### src/rtl/timer_unit_pkg.sv
// Constants, register map and types for the multi-mode timer unit
// Operation
// [RULE1] Channels stay idle after reset until software sets the start bit.
// [RULE2] Software changes mode and trigger settings only while the start bit is 0.
// [RULE3] Group A timer mode: a read coinciding with a reload returns FFFFh.
// [RULE4] Reads of a stopped, written counter return the written value.
// [RULE5] Cutoff enabled and interrupt pin low: outputs of channels 1, 2, 4 float.
// [RULE6] Group A event mode: underflow or reload reads FFFFh, overflow reads 0000h.
// [RULE7] One-shot stop: reload, output low, request flag set one clock later.
// [RULE8] One-shot output follows count source ticks, trigger delay at most one tick.
// [RULE9] Entering one-shot from timer or event mode sets the request flag.
// [RULE10] One-shot retrigger while counting: count once more, reload, continue.
// [RULE11] Retriggers must come more than one count source cycle apart.
// [RULE12] No external trigger within 300 ns before the counter reaches 0000h.
// [RULE13] Entering PWM from timer or event mode sets the request flag.
// [RULE14] PWM stop: high output goes low and sets the flag; low output unchanged.
// [RULE15] Group B start bits: channels 0-2 and 3-5 at bits 5-7 of two registers.
// [RULE16] Group B timer mode: a read during a reload returns FFFFh.
// [RULE17] Measurement: flag set on effective edge or overflow; overflow bit tells which.
// [RULE18] Overflow bit cleared only by a running mode write after a further tick.
// [RULE19] That clearing write repeats the mode fields and writes the reserved bit 0.
// [RULE20] First measured edge after start loads the reload register, no request.
// [RULE21] Measurement counter starts undefined; overflow may occur before first edge.
// [RULE22] Width measurement reports high and low widths back to back, unlabelled.
// [RULE23] Counters and reloads are 16 bits; a stopped counter access hits the reload.
package timer_unit_pkg;
  localparam logic [7:0] START_ONE_OFS = 8'h00;
  localparam logic [7:0] START_TWO_OFS = 8'h04;
  localparam logic [7:0] SPECIAL_OFS = 8'h08;
  localparam logic [7:0] IRQ_FLAG_OFS = 8'h0C;
  localparam logic [7:0] SW_TRIG_OFS = 8'h10;
  localparam logic [7:0] DIRECTION_OFS = 8'h14;
  localparam logic [7:0] A_MODE_BASE = 8'h40;
  localparam logic [7:0] A_CNT_BASE = 8'h60;
  localparam logic [7:0] B_MODE_BASE = 8'h80;
  localparam logic [7:0] B_CNT_BASE = 8'hA0;
  localparam int MODE_LSB = 0;
  localparam int FN0_BIT = 2;
  localparam int FN1_BIT = 3;
  localparam int RSV_BIT = 4;
  localparam int OVF_BIT = 5;
  localparam int SRC_LSB = 6;
  localparam int B_START_LSB = 5;
  localparam int CUTOFF_BIT = 0;
  localparam logic [7:0] CUTOFF_CHANNELS = 8'h16;
  localparam logic [7:0] START_TWO_MASK = 8'hE0;
  localparam logic [7:0] B_MODE_STORE_MASK = 8'hCF;
  localparam logic [7:0] MODE_RESET = 8'h00;
  localparam logic [15:0] CNT_RESET = 16'h0000;
  localparam logic [15:0] CNT_FULL = 16'hFFFF;
  localparam logic [7:0] PRE_MASK_DIV8 = 8'h07;
  localparam logic [7:0] PRE_MASK_DIV32 = 8'h1F;
  localparam logic [7:0] PRE_MASK_DIV256 = 8'hFF;
  localparam logic [1:0] RESP_OKAY = 2'b00;
  localparam logic [1:0] RESP_SLVERR = 2'b10;
  typedef enum logic [1:0] {A_TIMER = 2'b00, A_EVENT = 2'b01, A_ONESHOT = 2'b10,
                            A_PWM = 2'b11} a_mode_t;
  typedef enum logic [1:0] {B_TIMER = 2'b00, B_EVENT = 2'b01, B_MEASURE = 2'b10,
                            B_UNUSED = 2'b11} b_mode_t;
  typedef enum logic [2:0] {OS_IDLE = 3'b001, OS_RUN = 3'b010, OS_RETRIG = 3'b100} os_state_t;
endpackage : timer_unit_pkg

### src/rtl/multi_mode_timer_unit.sv
// Multi-mode timer unit: group A and group B channels behind an AXI4-Lite slave
module multi_mode_timer_unit import timer_unit_pkg::*; #(
  parameter int NUM_A = 5,
  parameter int NUM_B = 6
) (
  input wire logic aclk, // 20 MHz clock
  input wire logic aresetn, // Synchronous reset, active low
  input wire logic [7:0] awaddr, // Write address
  input wire logic awvalid, // Write address valid
  output logic awready, // Write address ready
  input wire logic [31:0] wdata, // Write data
  input wire logic [3:0] wstrb, // Write byte strobes
  input wire logic wvalid, // Write data valid
  output logic wready, // Write data ready
  output logic [1:0] bresp, // Write response
  output logic bvalid, // Write response valid
  input wire logic bready, // Write response ready
  input wire logic [7:0] araddr, // Read address
  input wire logic arvalid, // Read address valid
  output logic arready, // Read address ready
  output logic [31:0] rdata, // Read data
  output logic [1:0] rresp, // Read response
  output logic rvalid, // Read data valid
  input wire logic rready, // Read data ready
  input wire logic [NUM_A-1:0] group_a_trigger_pin, // Group A trigger / event pins
  input wire logic [NUM_B-1:0] group_b_input_pin, // Group B event / measured pins
  input wire logic nmi_n, // Emergency cutoff pin, active low
  output logic [NUM_A-1:0] group_a_output_pin, // Group A output levels
  output logic [NUM_A-1:0] group_a_output_oe_n, // Low while the output pin is driven
  output logic [NUM_A-1:0] group_a_int_request, // Group A request flags
  output logic [NUM_B-1:0] group_b_int_request // Group B request flags
);
  localparam int NUM_CH = NUM_A + NUM_B;

  function automatic logic [15:0] merge16(input logic [15:0] old, input logic [31:0] d,
                                          input logic [3:0] s);
    merge16 = {s[1] ? d[15:8] : old[15:8], s[0] ? d[7:0] : old[7:0]};
  endfunction : merge16

  function automatic logic [7:0] src_mask(input logic [1:0] sel);
    case (sel)
      2'b00: src_mask = 8'h00;
      2'b01: src_mask = PRE_MASK_DIV8;
      2'b10: src_mask = PRE_MASK_DIV32;
      default: src_mask = PRE_MASK_DIV256;
    endcase
  endfunction : src_mask

  logic aw_held, w_held, wr_fire, wr_ok, rd_fire, rd_ok;
  logic [7:0] wa;
  logic [31:0] wd;
  logic [3:0] ws;
  logic [15:0] rd_val;
  logic [7:0] start_one, start_two, pre;
  logic cutoff_enable, cutoff;
  logic [NUM_A-1:0] a_dir, a_run, a_run_d, a_set, a_reload_now, a_ovf_now, a_out_q, sw_trig;
  logic [NUM_B-1:0] b_run, b_run_d, b_set, b_reload_now, b_ovf, b_seen, b_ovf_evt;
  logic [NUM_A-1:0] a_s1, a_s2, a_s3, a_lvl, a_lvl_d, a_rise;
  logic [NUM_B-1:0] b_s1, b_s2, b_s3, b_lvl, b_lvl_d, b_rise, b_any;
  logic n_s1, n_s2, n_s3, nmi_lvl;
  logic [NUM_CH-1:0] irq_flag, irq_clr;
  logic [7:0] a_mode [NUM_A];
  logic [15:0] a_cnt [NUM_A];
  logic [15:0] a_rel [NUM_A];
  logic [15:0] a_rd [NUM_A];
  os_state_t os [NUM_A];
  logic [7:0] b_mode [NUM_B];
  logic [15:0] b_cnt [NUM_B];
  logic [15:0] b_rel [NUM_B];
  logic [15:0] b_rd [NUM_B];

  // Write channel: address and data may arrive in either order
  assign awready = !aw_held;
  assign wready = !w_held;
  assign wr_fire = aw_held && w_held && !bvalid;

  always_ff @(posedge aclk) begin
    if (!aresetn) begin
      aw_held <= 1'b0;
      w_held <= 1'b0;
      wa <= 8'h00;
      wd <= 32'h0000_0000;
      ws <= 4'h0;
    end else begin
      if (awvalid && awready) begin
        aw_held <= 1'b1;
        wa <= awaddr;
      end else if (wr_fire) begin
        aw_held <= 1'b0;
      end
      if (wvalid && wready) begin
        w_held <= 1'b1;
        wd <= wdata;
        ws <= wstrb;
      end else if (wr_fire) begin
        w_held <= 1'b0;
      end
    end
  end

  always_comb begin
    case (wa[7:5])
      3'h0: wr_ok = wa[4:0] <= DIRECTION_OFS[4:0];
      A_MODE_BASE[7:5], A_CNT_BASE[7:5]: wr_ok = 32'(wa[4:2]) < NUM_A;
      B_MODE_BASE[7:5], B_CNT_BASE[7:5]: wr_ok = 32'(wa[4:2]) < NUM_B;
      default: wr_ok = 1'b0;
    endcase
  end

  always_ff @(posedge aclk) begin
    if (!aresetn) begin
      bvalid <= 1'b0;
      bresp <= RESP_OKAY;
    end else if (wr_fire) begin
      bvalid <= 1'b1;
      bresp <= wr_ok ? RESP_OKAY : RESP_SLVERR;
    end else if (bready) begin
      bvalid <= 1'b0;
    end
  end

  // Read channel: one word answered per accepted address
  assign arready = !rvalid;
  assign rd_fire = arvalid && arready;

  always_comb begin
    rd_val = CNT_RESET;
    rd_ok = 1'b1;
    case (araddr[7:5])
      3'h0: begin
        case (araddr[4:0])
          START_ONE_OFS[4:0]: rd_val = {8'h00, start_one};
          START_TWO_OFS[4:0]: rd_val = {8'h00, start_two};
          SPECIAL_OFS[4:0]: rd_val = 16'(cutoff_enable);
          IRQ_FLAG_OFS[4:0]: rd_val = 16'(irq_flag);
          SW_TRIG_OFS[4:0]: rd_val = CNT_RESET;
          DIRECTION_OFS[4:0]: rd_val = 16'(a_dir);
          default: rd_ok = 1'b0;
        endcase
      end
      A_MODE_BASE[7:5], A_CNT_BASE[7:5]: begin
        rd_ok = 32'(araddr[4:2]) < NUM_A;
        if (rd_ok) begin
          rd_val = araddr[5] ? a_rd[araddr[4:2]] : {8'h00, a_mode[araddr[4:2]]};
        end
      end
      B_MODE_BASE[7:5], B_CNT_BASE[7:5]: begin
        rd_ok = 32'(araddr[4:2]) < NUM_B;
        if (rd_ok) begin
          rd_val = araddr[5] ? b_rd[araddr[4:2]]
                 : {8'h00, b_mode[araddr[4:2]] | (8'(b_ovf[araddr[4:2]]) << OVF_BIT)};
        end
      end
      default: rd_ok = 1'b0;
    endcase
  end

  always_ff @(posedge aclk) begin
    if (!aresetn) begin
      rvalid <= 1'b0;
      rdata <= 32'h0000_0000;
      rresp <= RESP_OKAY;
    end else if (rd_fire) begin
      rvalid <= 1'b1;
      rdata <= {16'h0000, rd_val};
      rresp <= rd_ok ? RESP_OKAY : RESP_SLVERR;
    end else if (rready) begin
      rvalid <= 1'b0;
    end
  end

  // Common registers
  always_ff @(posedge aclk) begin
    if (!aresetn) begin
      start_one <= 8'h00;
      start_two <= 8'h00;
      cutoff_enable <= 1'b0;
      a_dir <= '0;
    end else if (wr_fire && ws[0]) begin
      if (wa == START_ONE_OFS) start_one <= wd[7:0]; // RULE1
      if (wa == START_TWO_OFS) start_two <= wd[7:0] & START_TWO_MASK;
      if (wa == SPECIAL_OFS) cutoff_enable <= wd[CUTOFF_BIT];
      if (wa == DIRECTION_OFS) a_dir <= wd[NUM_A-1:0];
    end
  end

  assign sw_trig = (wr_fire && ws[0] && wa == SW_TRIG_OFS) ? wd[NUM_A-1:0] : '0;
  assign irq_clr = (wr_fire && wa == IRQ_FLAG_OFS) ? NUM_CH'(merge16(16'h0000, wd, ws)) : '0;

  // A new event wins over a write-one-to-clear in the same cycle
  always_ff @(posedge aclk) begin
    if (!aresetn) irq_flag <= '0;
    else irq_flag <= (irq_flag & ~irq_clr) | {b_set, a_set};
  end
  assign group_a_int_request = irq_flag[NUM_A-1:0];
  assign group_b_int_request = irq_flag[NUM_CH-1:NUM_A];

  // Pin inputs: three stages, a level counts once stages two and three agree
  always_ff @(posedge aclk) begin
    if (!aresetn) begin
      {a_s1, a_s2, a_s3, a_lvl, a_lvl_d} <= '0;
      {b_s1, b_s2, b_s3, b_lvl, b_lvl_d} <= '0;
      {n_s1, n_s2, n_s3, nmi_lvl} <= 4'hF;
      pre <= 8'h00;
      a_run_d <= '0;
      b_run_d <= '0;
    end else begin
      a_s1 <= group_a_trigger_pin;
      a_s2 <= a_s1;
      a_s3 <= a_s2;
      a_lvl <= (a_lvl & (a_s2 ^ a_s3)) | (a_s3 & ~(a_s2 ^ a_s3));
      a_lvl_d <= a_lvl;
      b_s1 <= group_b_input_pin;
      b_s2 <= b_s1;
      b_s3 <= b_s2;
      b_lvl <= (b_lvl & (b_s2 ^ b_s3)) | (b_s3 & ~(b_s2 ^ b_s3));
      b_lvl_d <= b_lvl;
      n_s1 <= nmi_n;
      n_s2 <= n_s1;
      n_s3 <= n_s2;
      if (n_s2 == n_s3) nmi_lvl <= n_s3;
      pre <= pre + 8'h01;
      a_run_d <= a_run;
      b_run_d <= b_run;
    end
  end
  assign a_rise = a_lvl & ~a_lvl_d;
  assign b_rise = b_lvl & ~b_lvl_d;
  assign b_any = b_lvl ^ b_lvl_d;
  assign cutoff = cutoff_enable && !nmi_lvl;
  assign group_a_output_pin = a_out_q;

  for (genvar i = 0; i < NUM_A; i++) begin : g_a
    logic tick, ev, up, wr_mode, wr_cnt, trig, pend, stop_now, stop_d, os_done, pwm_fall;
    logic mode_irq;
    logic [7:0] new_mode;
    a_mode_t m;
    assign m = a_mode_t'(a_mode[i][MODE_LSB +: 2]);
    assign a_run[i] = start_one[i];
    assign tick = (pre & src_mask(a_mode[i][SRC_LSB +: 2])) == 8'h00;
    assign ev = a_rise[i];
    assign up = a_dir[i];
    assign trig = a_mode[i][FN1_BIT] ? a_rise[i] : sw_trig[i];
    assign wr_mode = wr_fire && wa == A_MODE_BASE + 8'(4 * i);
    assign wr_cnt = wr_fire && wa == A_CNT_BASE + 8'(4 * i);
    assign new_mode = ws[0] ? wd[7:0] : a_mode[i];
    assign stop_now = a_run_d[i] && !a_run[i];
    assign a_reload_now[i] = a_run[i] && a_cnt[i] == CNT_RESET
                          && ((m == A_TIMER && tick) || (m == A_EVENT && ev && !up));
    assign a_ovf_now[i] = a_run[i] && m == A_EVENT && ev && up && a_cnt[i] == CNT_FULL;
    assign os_done = a_run[i] && m == A_ONESHOT && os[i] == OS_RUN && tick
                  && a_cnt[i] <= 16'h0001;
    assign pwm_fall = a_run[i] && m == A_PWM && tick && a_cnt[i] == CNT_RESET && a_out_q[i];
    assign mode_irq = wr_mode && new_mode[MODE_LSB + 1] && !m[1]; // RULE9 RULE13
    assign a_set[i] = a_reload_now[i] || a_ovf_now[i] || os_done || pwm_fall || stop_d
                   || (stop_now && m == A_PWM && a_out_q[i]) || mode_irq; // RULE14
    assign a_rd[i] = !a_run[i] ? a_rel[i] // RULE4
                   : a_reload_now[i] ? CNT_FULL // RULE3 RULE6
                   : a_ovf_now[i] ? CNT_RESET : a_cnt[i]; // RULE6
    // Floating the pin is the only action; counting carries on during cutoff
    assign group_a_output_oe_n[i] = !a_mode[i][FN0_BIT] || (cutoff && CUTOFF_CHANNELS[i]); // RULE5

    always_ff @(posedge aclk) begin
      if (!aresetn) a_mode[i] <= MODE_RESET;
      else if (wr_mode) a_mode[i] <= new_mode;
    end

    // One-shot stop raises its flag one clock after the stop is seen
    always_ff @(posedge aclk) begin
      if (!aresetn) stop_d <= 1'b0;
      else stop_d <= stop_now && m == A_ONESHOT; // RULE7
    end

    always_ff @(posedge aclk) begin
      if (!aresetn) begin
        a_cnt[i] <= CNT_RESET;
        a_rel[i] <= CNT_RESET;
        a_out_q[i] <= 1'b0;
        os[i] <= OS_IDLE;
        pend <= 1'b0;
      end else begin
        if (wr_cnt) a_rel[i] <= merge16(a_rel[i], wd, ws); // RULE23
        if (!a_run[i]) begin
          pend <= 1'b0;
          os[i] <= OS_IDLE;
          if (wr_cnt) a_cnt[i] <= merge16(a_rel[i], wd, ws); // RULE4
          if (stop_now && m == A_ONESHOT) a_cnt[i] <= a_rel[i]; // RULE7
          if (stop_now && m != A_TIMER && m != A_EVENT) a_out_q[i] <= 1'b0; // RULE7 RULE14
        end else if (!a_run_d[i] && m == A_PWM) begin
          a_cnt[i] <= a_rel[i];
          a_out_q[i] <= a_rel[i] != CNT_RESET;
        end else begin
          case (m)
            A_TIMER: if (tick) a_cnt[i] <= a_reload_now[i] ? a_rel[i] : a_cnt[i] - 16'h0001;
            A_EVENT: begin
              if (a_reload_now[i] || a_ovf_now[i]) a_cnt[i] <= a_rel[i];
              else if (ev) a_cnt[i] <= up ? a_cnt[i] + 16'h0001 : a_cnt[i] - 16'h0001;
            end
            A_ONESHOT: begin
              // Output moves only on a tick, so a trigger waits at most one tick
              if (trig) pend <= 1'b1; // RULE8
              case (os[i])
                OS_IDLE: if (tick && (pend || trig)) begin
                  os[i] <= OS_RUN;
                  a_cnt[i] <= a_rel[i];
                  a_out_q[i] <= 1'b1; // RULE8
                  pend <= 1'b0;
                end
                OS_RUN: begin
                  if (os_done) begin
                    os[i] <= OS_IDLE;
                    a_cnt[i] <= a_rel[i];
                    a_out_q[i] <= 1'b0;
                  end else if (tick) a_cnt[i] <= a_cnt[i] - 16'h0001;
                  if (trig && !os_done) os[i] <= OS_RETRIG; // RULE10
                  if (trig) pend <= 1'b0;
                end
                OS_RETRIG: if (tick) begin
                  // This tick is the one extra count; the reload restarts the shot
                  a_cnt[i] <= a_rel[i]; // RULE10
                  os[i] <= OS_RUN;
                  pend <= 1'b0;
                end
                default: os[i] <= OS_IDLE;
              endcase
            end
            default: if (tick) begin
              if (a_cnt[i] == CNT_RESET) begin
                a_out_q[i] <= !a_out_q[i];
                a_cnt[i] <= a_out_q[i] ? ~a_rel[i] : a_rel[i];
              end else a_cnt[i] <= a_cnt[i] - 16'h0001;
            end
          endcase
        end
      end
    end

  end

  for (genvar j = 0; j < NUM_B; j++) begin : g_b
    logic tick, eff, wr_mode, wr_cnt, ticked;
    b_mode_t m;
    assign m = b_mode_t'(b_mode[j][MODE_LSB +: 2]);
    if (j < 3) begin : g_one
      assign b_run[j] = start_one[B_START_LSB + j]; // RULE15
    end else begin : g_two
      assign b_run[j] = start_two[B_START_LSB + j - 3]; // RULE15
    end
    assign tick = (pre & src_mask(b_mode[j][SRC_LSB +: 2])) == 8'h00;
    assign eff = b_mode[j][FN0_BIT] ? b_any[j] : b_rise[j]; // RULE22
    assign wr_mode = wr_fire && wa == B_MODE_BASE + 8'(4 * j);
    assign wr_cnt = wr_fire && wa == B_CNT_BASE + 8'(4 * j);
    assign b_reload_now[j] = b_run[j] && b_cnt[j] == CNT_RESET
                          && ((m == B_TIMER && tick) || (m == B_EVENT && b_rise[j]));
    assign b_ovf_evt[j] = b_run[j] && m == B_MEASURE && tick && !eff && b_cnt[j] == CNT_FULL;
    assign b_set[j] = b_reload_now[j] || b_ovf_evt[j] // RULE17 RULE21
                   || (b_run[j] && m == B_MEASURE && eff && b_seen[j]); // RULE20
    assign b_rd[j] = !b_run[j] ? b_rel[j] : b_reload_now[j] ? CNT_FULL // RULE16
                   : m == B_MEASURE ? b_rel[j] : b_cnt[j];

    always_ff @(posedge aclk) begin
      if (!aresetn) b_mode[j] <= MODE_RESET;
      else if (wr_mode) b_mode[j] <= (ws[0] ? wd[7:0] : b_mode[j]) & B_MODE_STORE_MASK;
    end

    // Clearing needs a tick after setting, so a late edge is not mistaken for overflow
    always_ff @(posedge aclk) begin
      if (!aresetn) begin
        b_ovf[j] <= 1'b0;
        ticked <= 1'b0;
      end else if (b_ovf_evt[j]) begin
        b_ovf[j] <= 1'b1; // RULE17
        ticked <= 1'b0;
      end else begin
        if (tick) ticked <= 1'b1;
        if (wr_mode && b_run[j] && ticked && ws[0] && !wd[OVF_BIT]) b_ovf[j] <= 1'b0; // RULE18
      end
    end

    always_ff @(posedge aclk) begin
      if (!aresetn) begin
        b_cnt[j] <= CNT_RESET;
        b_rel[j] <= CNT_RESET;
        b_seen[j] <= 1'b0;
      end else begin
        if (wr_cnt) b_rel[j] <= merge16(b_rel[j], wd, ws); // RULE23
        if (!b_run[j]) begin
          b_seen[j] <= 1'b0;
          if (wr_cnt) b_cnt[j] <= merge16(b_rel[j], wd, ws); // RULE4
        end else begin
          case (m)
            B_TIMER: if (tick) b_cnt[j] <= b_reload_now[j] ? b_rel[j] : b_cnt[j] - 16'h0001;
            B_EVENT: if (b_rise[j]) begin
              b_cnt[j] <= b_reload_now[j] ? b_rel[j] : b_cnt[j] - 16'h0001;
            end
            B_MEASURE: begin
              // Counter is left as found at start, so the first capture is meaningless
              if (eff) begin
                b_rel[j] <= b_cnt[j]; // RULE20 RULE22
                b_cnt[j] <= CNT_RESET;
                b_seen[j] <= 1'b1;
              end else if (tick) b_cnt[j] <= b_cnt[j] + 16'h0001; // RULE21
            end
            default: b_cnt[j] <= b_cnt[j];
          endcase
        end
      end
    end
  end
endmodule : multi_mode_timer_unit

### config.mk
export PLATFORM = sky130hd
export DESIGN_NAME = multi_mode_timer_unit
export DESIGN_NICKNAME = d
export VERILOG_FILES = /design/src/rtl/timer_unit_pkg.sv /design/src/rtl/multi_mode_timer_unit.sv
export SDC_FILE = /design/constraint.sdc
export NUM_CORES = 2
export LEC_CHECK = 0
export ABC_AREA = 1
export BUFFER_PORTS_ARGS = -buffer_cell sky130_fd_sc_hd__buf_2
export CORE_MARGIN = 2
export CORE_UTILIZATION = 50
export DETAILED_ROUTE_END_ITERATION = 8
export PLACE_DENSITY = 0.66
export SYNTH_ARGS = -nofsm -noshare
export SYNTH_HDL_FRONTEND = slang
export SYNTH_SLANG_ARGS = --single-unit
### constraint.sdc
create_clock -name aclk -period 4.9 [get_ports aclk]
set_clock_uncertainty 0.2 [all_clocks]
set_input_delay 0.49 -clock aclk [delete_from_list [all_inputs] [get_ports aclk]]
set_output_delay 0.49 -clock aclk [all_outputs]
set_load 0.05 [all_outputs]
---- After elaboration in Yosys (flattened, before gate mapping) ----
Memory sizes are Yosys's and may differ from the RTL's.
Cells that the tools add are included.
word-level totals
  bits in registers ....................... 183
  RAM bits ................................ 443
  input port bits ......................... 71
  output and inout bits ................... 62
  logic and storage cells ................. 1991
  memories ................................ 7
memory list
  name             words  width  rd ports  clocked after memory_dff  write ports  RTL line                     RTL
  b_cnt            6      16     6         0                         6            multi_mode_timer_unit.sv:68  logic [15:0] b_cnt [NUM_B];
  b_rel            6      16     6         0                         6            multi_mode_timer_unit.sv:69  logic [15:0] b_rel [NUM_B];
  a_cnt            5      16     5         0                         5            multi_mode_timer_unit.sv:63  logic [15:0] a_cnt [NUM_A];
  a_rel            5      16     5         0                         5            multi_mode_timer_unit.sv:64  logic [15:0] a_rel [NUM_A];
  a_mode           5      8      6         0                         5            multi_mode_timer_unit.sv:62  logic [7:0] a_mode [NUM_A];
  b_mode           6      6      7         0                         6            multi_mode_timer_unit.sv:67  logic [7:0] b_mode [NUM_B];
  1 more memories  --     --     --        --                        --           --
operators by class
  add/subtract/negate cells ............... 23
  order comparisons ....................... 12
  equal/unequal tests ..................... 151
  multiplexer cells ....................... 1039
  bitwise gates (word level) .............. 196
  reductions and logical operators ........ 499
operator list
  operator                                                                number
  16-bit 2-to-1 mux                                                       175
  1-bit 2-to-1 mux                                                        751
  8-bit 2-to-1 mux                                                        39
  8-bit one-hot mux with 3 select lines                                   11
  1-bit logical AND                                                       255
  16-bit by 1-bit adder with 16-bit output, second input constant         11
  16-bit == test, second input constant                                   11
  16-bit zero test                                                        11
  16-bit by 1-bit subtractor with 16-bit output, second input constant    11
  1-bit bitwise OR                                                        154
  16-bit binary-select mux with 3-bit select                              2
  8-bit == test, second input constant                                    12
  8-bit zero test                                                         12
  3-bit 2-to-1 mux                                                        31
  8-bit AND                                                               11
  8-bit by 7-bit == test with 1-bit output, second input constant         10
  16-bit by 1-bit <= comparator with 1-bit output, second input constant  5
  16-bit inverter                                                         5
  16-bit nonzero test                                                     5
  1-bit logical OR                                                        61
  11-bit one-hot mux with 5 select lines                                  1
  2-bit == test, second input constant                                    27
  2-bit AND reduction                                                     26
  16-bit one-hot mux with 3 select lines                                  1
  other kinds (53)                                                        282

---- Depth between registers and ports, before layout ----
An unclocked memory read counts as a cell.
  depth after elaboration ................. 23
  gate-level depth with buffers ........... 20
  gate-level depth less buffers ........... 19

---- Worst setup path before layout ----
No wires, ideal clock.
  kind .................................... register -> register
  start ................................... reg w_held
  end ..................................... mem a_cnt[1][0], enable pin
  setup time .............................. 372 ps
  arrival time ............................ 3134 ps
  required time ........................... 4328 ps
  path slack .............................. 1194 ps
  stages on the path, launching flop included .. 10
  path buffers ............................ 0
  cell sequence ........................... dfxtp_1 -> inv_1 -> nor2_2 -> nand2_1 -> inv_1 -> nand2_1 -> o21ai_0 -> nand2_1 -> nand4_1 -> or3_1
RTL lines
  what                    RTL line                     RTL
  start, declared         multi_mode_timer_unit.sv:49  logic aw_held, w_held, wr_fire, wr_ok, rd_fire, rd_ok;
  start signal, assigned  multi_mode_timer_unit.sv:80  w_held <= 1'b0;
  start signal, assigned  multi_mode_timer_unit.sv:92  w_held <= 1'b1;
  start signal, assigned  multi_mode_timer_unit.sv:96  w_held <= 1'b0;
  end, declared           multi_mode_timer_unit.sv:63

==> results by group <==
Status
  • Outcome: complete, no violations

Timing
  • Max-slew violations: 0
  • Fin crit period: 4.12 ns
  • Final setup viols: 0
  • Slew @ Worst Pin: 1.26 ns
  • WHS: 0.0493 ns
  • Endpoints failing hold: 0
  • Fmax achieved: 243 MHz
  • Worst setup margin: 0.779 ns
  • Setup TNS Final: 0 ns
  • RSZ-0062 raised after global routing: false
  • Slew margin rel.: 0.153
  • Final period utilization: 0.841

Placed design
  • Placer Congestion: 1.06
  • IO buf count: 96
  • Placed Instances: 8546
  • Dpl hpwl: 154000 um
  • Setup Slack @ Placement: 1.01 ns

Critical path
  • Buffers and inverters on the worst path: 5
  • CP cell instances: inv_1, o22ai_1, nor2_1, nand2_1, nor3_2, nand2_1, clkinv_1, nor3_1, inv_2, a21oi_1, and2_1, inv_1, nand2_1, inv_1
  • Startpoint type of the worst setup path: flip-flop
  • Worst flop-to-flop path startpoint: pre[4]
  • Cell count along the critical path: 14
  • FF-to-FF End: b_cnt[4][15]
  • Worst Reg-to-Reg Cells: 14
  • Required @ worst endpoint: 5.11 ns
  • Crit Path Class: flip-flop to flip-flop
  • Worst Setup SP: pre[4]
  • R2R setup slack: 0.78 ns
  • Max stage delay on crit path: 0.65 ns
  • Critical path endpoint: b_cnt[4][15]
  • CP endpoint kind: flip-flop
  • Top cell family by delay on the critical path: simple AND/OR/NAND/NOR gates
  • Crit-path max FO: 17
  • CP max-delay cell: and2_1
  • WP data arrival: 4.33 ns

Clock network
  • H-tree depth: 3
  • Clock sinks: 624
  • Worst-skew pair later-pin latency: 0.69 ns
  • Postcts setup bufs: 0
  • CTS tree: yes
  • Worst-case clock buffer depth: 3
  • Clk slew on worst S/H paths: 0.06 ns
  • CTS root buf: clkbuf_16
  • TritonCTS Buffers: 78

Final layout
  • Non-Filler Instances: 8726
  • Nets: 7480
  • Footprint of the multi-input gates: 0.0278 mm^2
  • FILL cells: 9808
  • Area growth syn-to-layout: 8.81%
  • Reg area: 0.0169 mm^2
  • Fraction of layout cells with a size suffix above 1: 0.0756
  • Final core utilization: 0.548

Route
  • Detail Route Antenna Nets: 0
  • # DRC: 0
  • Drt initial violations: 8258
  • DR WL/cell: 24.5 um
  • Routed vias: 54874
  • Pre-Repair DR Iteration Count: 9
  • Vias/cell: 6.29
  • Final WL: 213000 um

Synth
  • Post-synthesis cell area: 0.0495 mm^2
  • Post-synth EDFFs: 443
  • Syn Inst Count: 7390
  • Synth cell types: 71
  • Yosys Warn Count: 0
  • Register area share after synthesis: 0.342
  • Top_reg_cell synth: edfxtp_1
  • FFs w/ async S/R, synth: 0
  • Synthesized flop and latch total: 624
  • Syn Area/Cell: 6.70 um^2

GRT
  • First-pass GRT wire length: 315000 um
  • Antenna violations before repair: 10
  • Congestion Overflow GR: 0
  • Vias in the first global route: 49128
  • Pin count of the biggest net entering global routing: 68
  • Total GRT Usage: 0.405

Floorplanning
  • Die Ht: 319 um
  • Core ar.: 0.0983 mm^2
  • I/O pin total: 133
  • Die ar.: 0.102 mm^2
  • Initial core utilization: 0.504
  • Site row count: 115
  • Die width: 319 um

Run
  • MaxCap Viol Count: 0

Hold path
  • Hold Crit Class: primary input to flip-flop

Pwr
  • Leakage: 21.9 nW
  • Pwr Density: 252 mW/mm^2
  • Peak supply drop: 0.284 mV
[cells in the mapped netlist (33+ instances only)]
cell type / count / share of area
edfxtp_1: 443 / 0.27
o211ai_1: 93 / 0.014
nand2_1: 1650 / 0.13
xor2_1: 166 / 0.029
o221ai_1: 91 / 0.016
inv_1: 739 / 0.056
nand4_1: 124 / 0.016
ha_1: 39 / 0.0099
nor4_1: 45 / 0.0057
a211oi_1: 42 / 0.0064
a21oi_1: 677 / 0.068
nor3_1: 161 / 0.016
inv_2: 40 / 0.0030
dfxtp_1: 181 / 0.073
clkbuf_1: 249 / 0.019
nor2_1: 872 / 0.066
buf_2: 70 / 0.0071
o21ai_0: 694 / 0.070
o21ai_1: 33 / 0.0033
o22ai_1: 132 / 0.017
o2111ai_1: 34 / 0.0060
nand3_1: 392 / 0.040
nor2_2: 36 / 0.0045
[cell usage in the layout (no fill, tap or decap), drive strengths merged, types with 12 or more instances in the layout]
| cell type | synthesis | layout |
|---|---|---|
| nand2 | 1669 | 1669 |
| xor2 | 166 | 166 |
| nor3 | 177 | 177 |
| o21ai | 728 | 728 |
| or2 | 28 | 28 |
| nand3b | 12 | 12 |
| xnor2 | 15 | 15 |
| dfxtp | 181 | 181 |
| a31oi | 28 | 28 |
| o211ai | 95 | 95 |
| o22ai | 133 | 133 |
| a211oi | 42 | 42 |
| o2111ai | 34 | 34 |
| o221ai | 91 | 91 |
| buf | 152 | 255 |
| inv | 781 | 783 |
| edfxtp | 443 | 443 |
| clkinv | 22 | 45 |
| clkbuf | 251 | 115 |
| o21bai | 15 | 15 |
| nand4 | 128 | 128 |
| ha | 39 | 39 |
| nor2 | 919 | 919 |
| a21oi | 681 | 681 |
| o31ai | 31 | 31 |
| conb | 1 | 18 |
| nand3 | 405 | 405 |
| dlygate4sd3 | 0 | 31 |
| a22oi | 28 | 28 |
| nor4 | 48 | 48 |
[through the flow]
step | power, mW | instance area, um^2
2_1_floorplan | 7.09 | 49600
3_3_place_gp | 7.69 | 51000
3_5_place_dp | 7.70 | 51000
4_1_cts | 13.5 | 53900
5_1_grt | 13.9 | 53900
6_report | 13.6 | 53900
[routing by layer]
layer  vias to the layer above  GRT usage  wire length (um)  part of all wire
met5                         -          0                36           0.00017
met4                         6      0.207             12100             0.057
met3                       589     0.0928             27400              0.13
met2                      3731      0.607             91000              0.43
met1                     25338      0.545             82900              0.39
li1                      25210          -                 -                 -
[worst register-to-register path, stage by stage, from the launching register on]
cell	delay, ns
dfxtp_1	0.63
inv_1	0.17
o22ai_1	0.22
nor2_1	0.14
nand2_1	0.13
nor3_2	0.07
nand2_1	0.42
clkinv_1	0.36
nor3_1	0.25
inv_2	0.20
a21oi_1	0.19
and2_1	0.65
inv_1	0.09
nand2_1	0.09
inv_1	0.04
[sequential cells by signal, indices dropped and copies added (netlist names), 6 cells and up, named ones only]
name / flops
b_cnt: 96
b_rel: 96
a_cnt: 80
a_rel: 80
a_mode: 40
b_mode: 36
rdata: 16
wd: 16
os: 15
irq_flag: 11
pre: 8
start_one: 8
wa: 8
b_lvl_d: 6
b_ovf: 6
b_s1: 6
b_s2: 6
b_s3: 6
b_seen: 6
g_b.ticked: 6
[cell families (layout without fill, tap and decap cells)]
family,Yosys count,after routing,share of synthesized area
buf+inv,1206,1235,0.0993
fa+ha+maj,39,39,0.00985
simple gates,3396,3396,0.293
flops,624,624,0.342
compound gates,1943,1943,0.224
xor+xnor,181,181,0.0320
other cells,1,21,0.0000757
[how the worst min path moves through the flow]
stage                     slack (ns)  cells past startpoint  startpoint      end
after floorplan                 0.19                      2     a_s1[0]  a_s2[0]
after global placement          0.20                      2     a_s1[1]  a_s2[1]
after detailed placement        0.20                      2     a_s1[1]  a_s2[1]
after CTS                      0.003                      3    wdata[0]    wd[0]
after global routing            0.04                      3    wdata[0]    wd[0]
final                           0.05                      3    wdata[0]    wd[0]
[power by group]
group	total [mW]	internal [mW]	leakage [nW]	switching, mW
logic	1.65	0.406	14.6	1.24
clock network	5.86	3.28	1.23	2.58
registers	6.06	5.81	6.06	0.247
total	13.6	9.50	21.9	4.06
[cell type report]
type	instances	share of cell area
timing repair buffer	286	0.0369
sequential	624	0.314
clock inverter	31	0.00462
tap	1287	0.0299
inverter	803	0.0561
multi-input combinational	5577	0.516
antenna	3	0.000139
clock buffer	115	0.0426
[timing repair]
action,in CTS,in global routing
hold buffers,31,0
gates resized for setup,0,0
hold endpoints to repair,31,0
endpoints found under the setup margin,0,0
No activity file was read; power rests on OpenSTA's default activity.
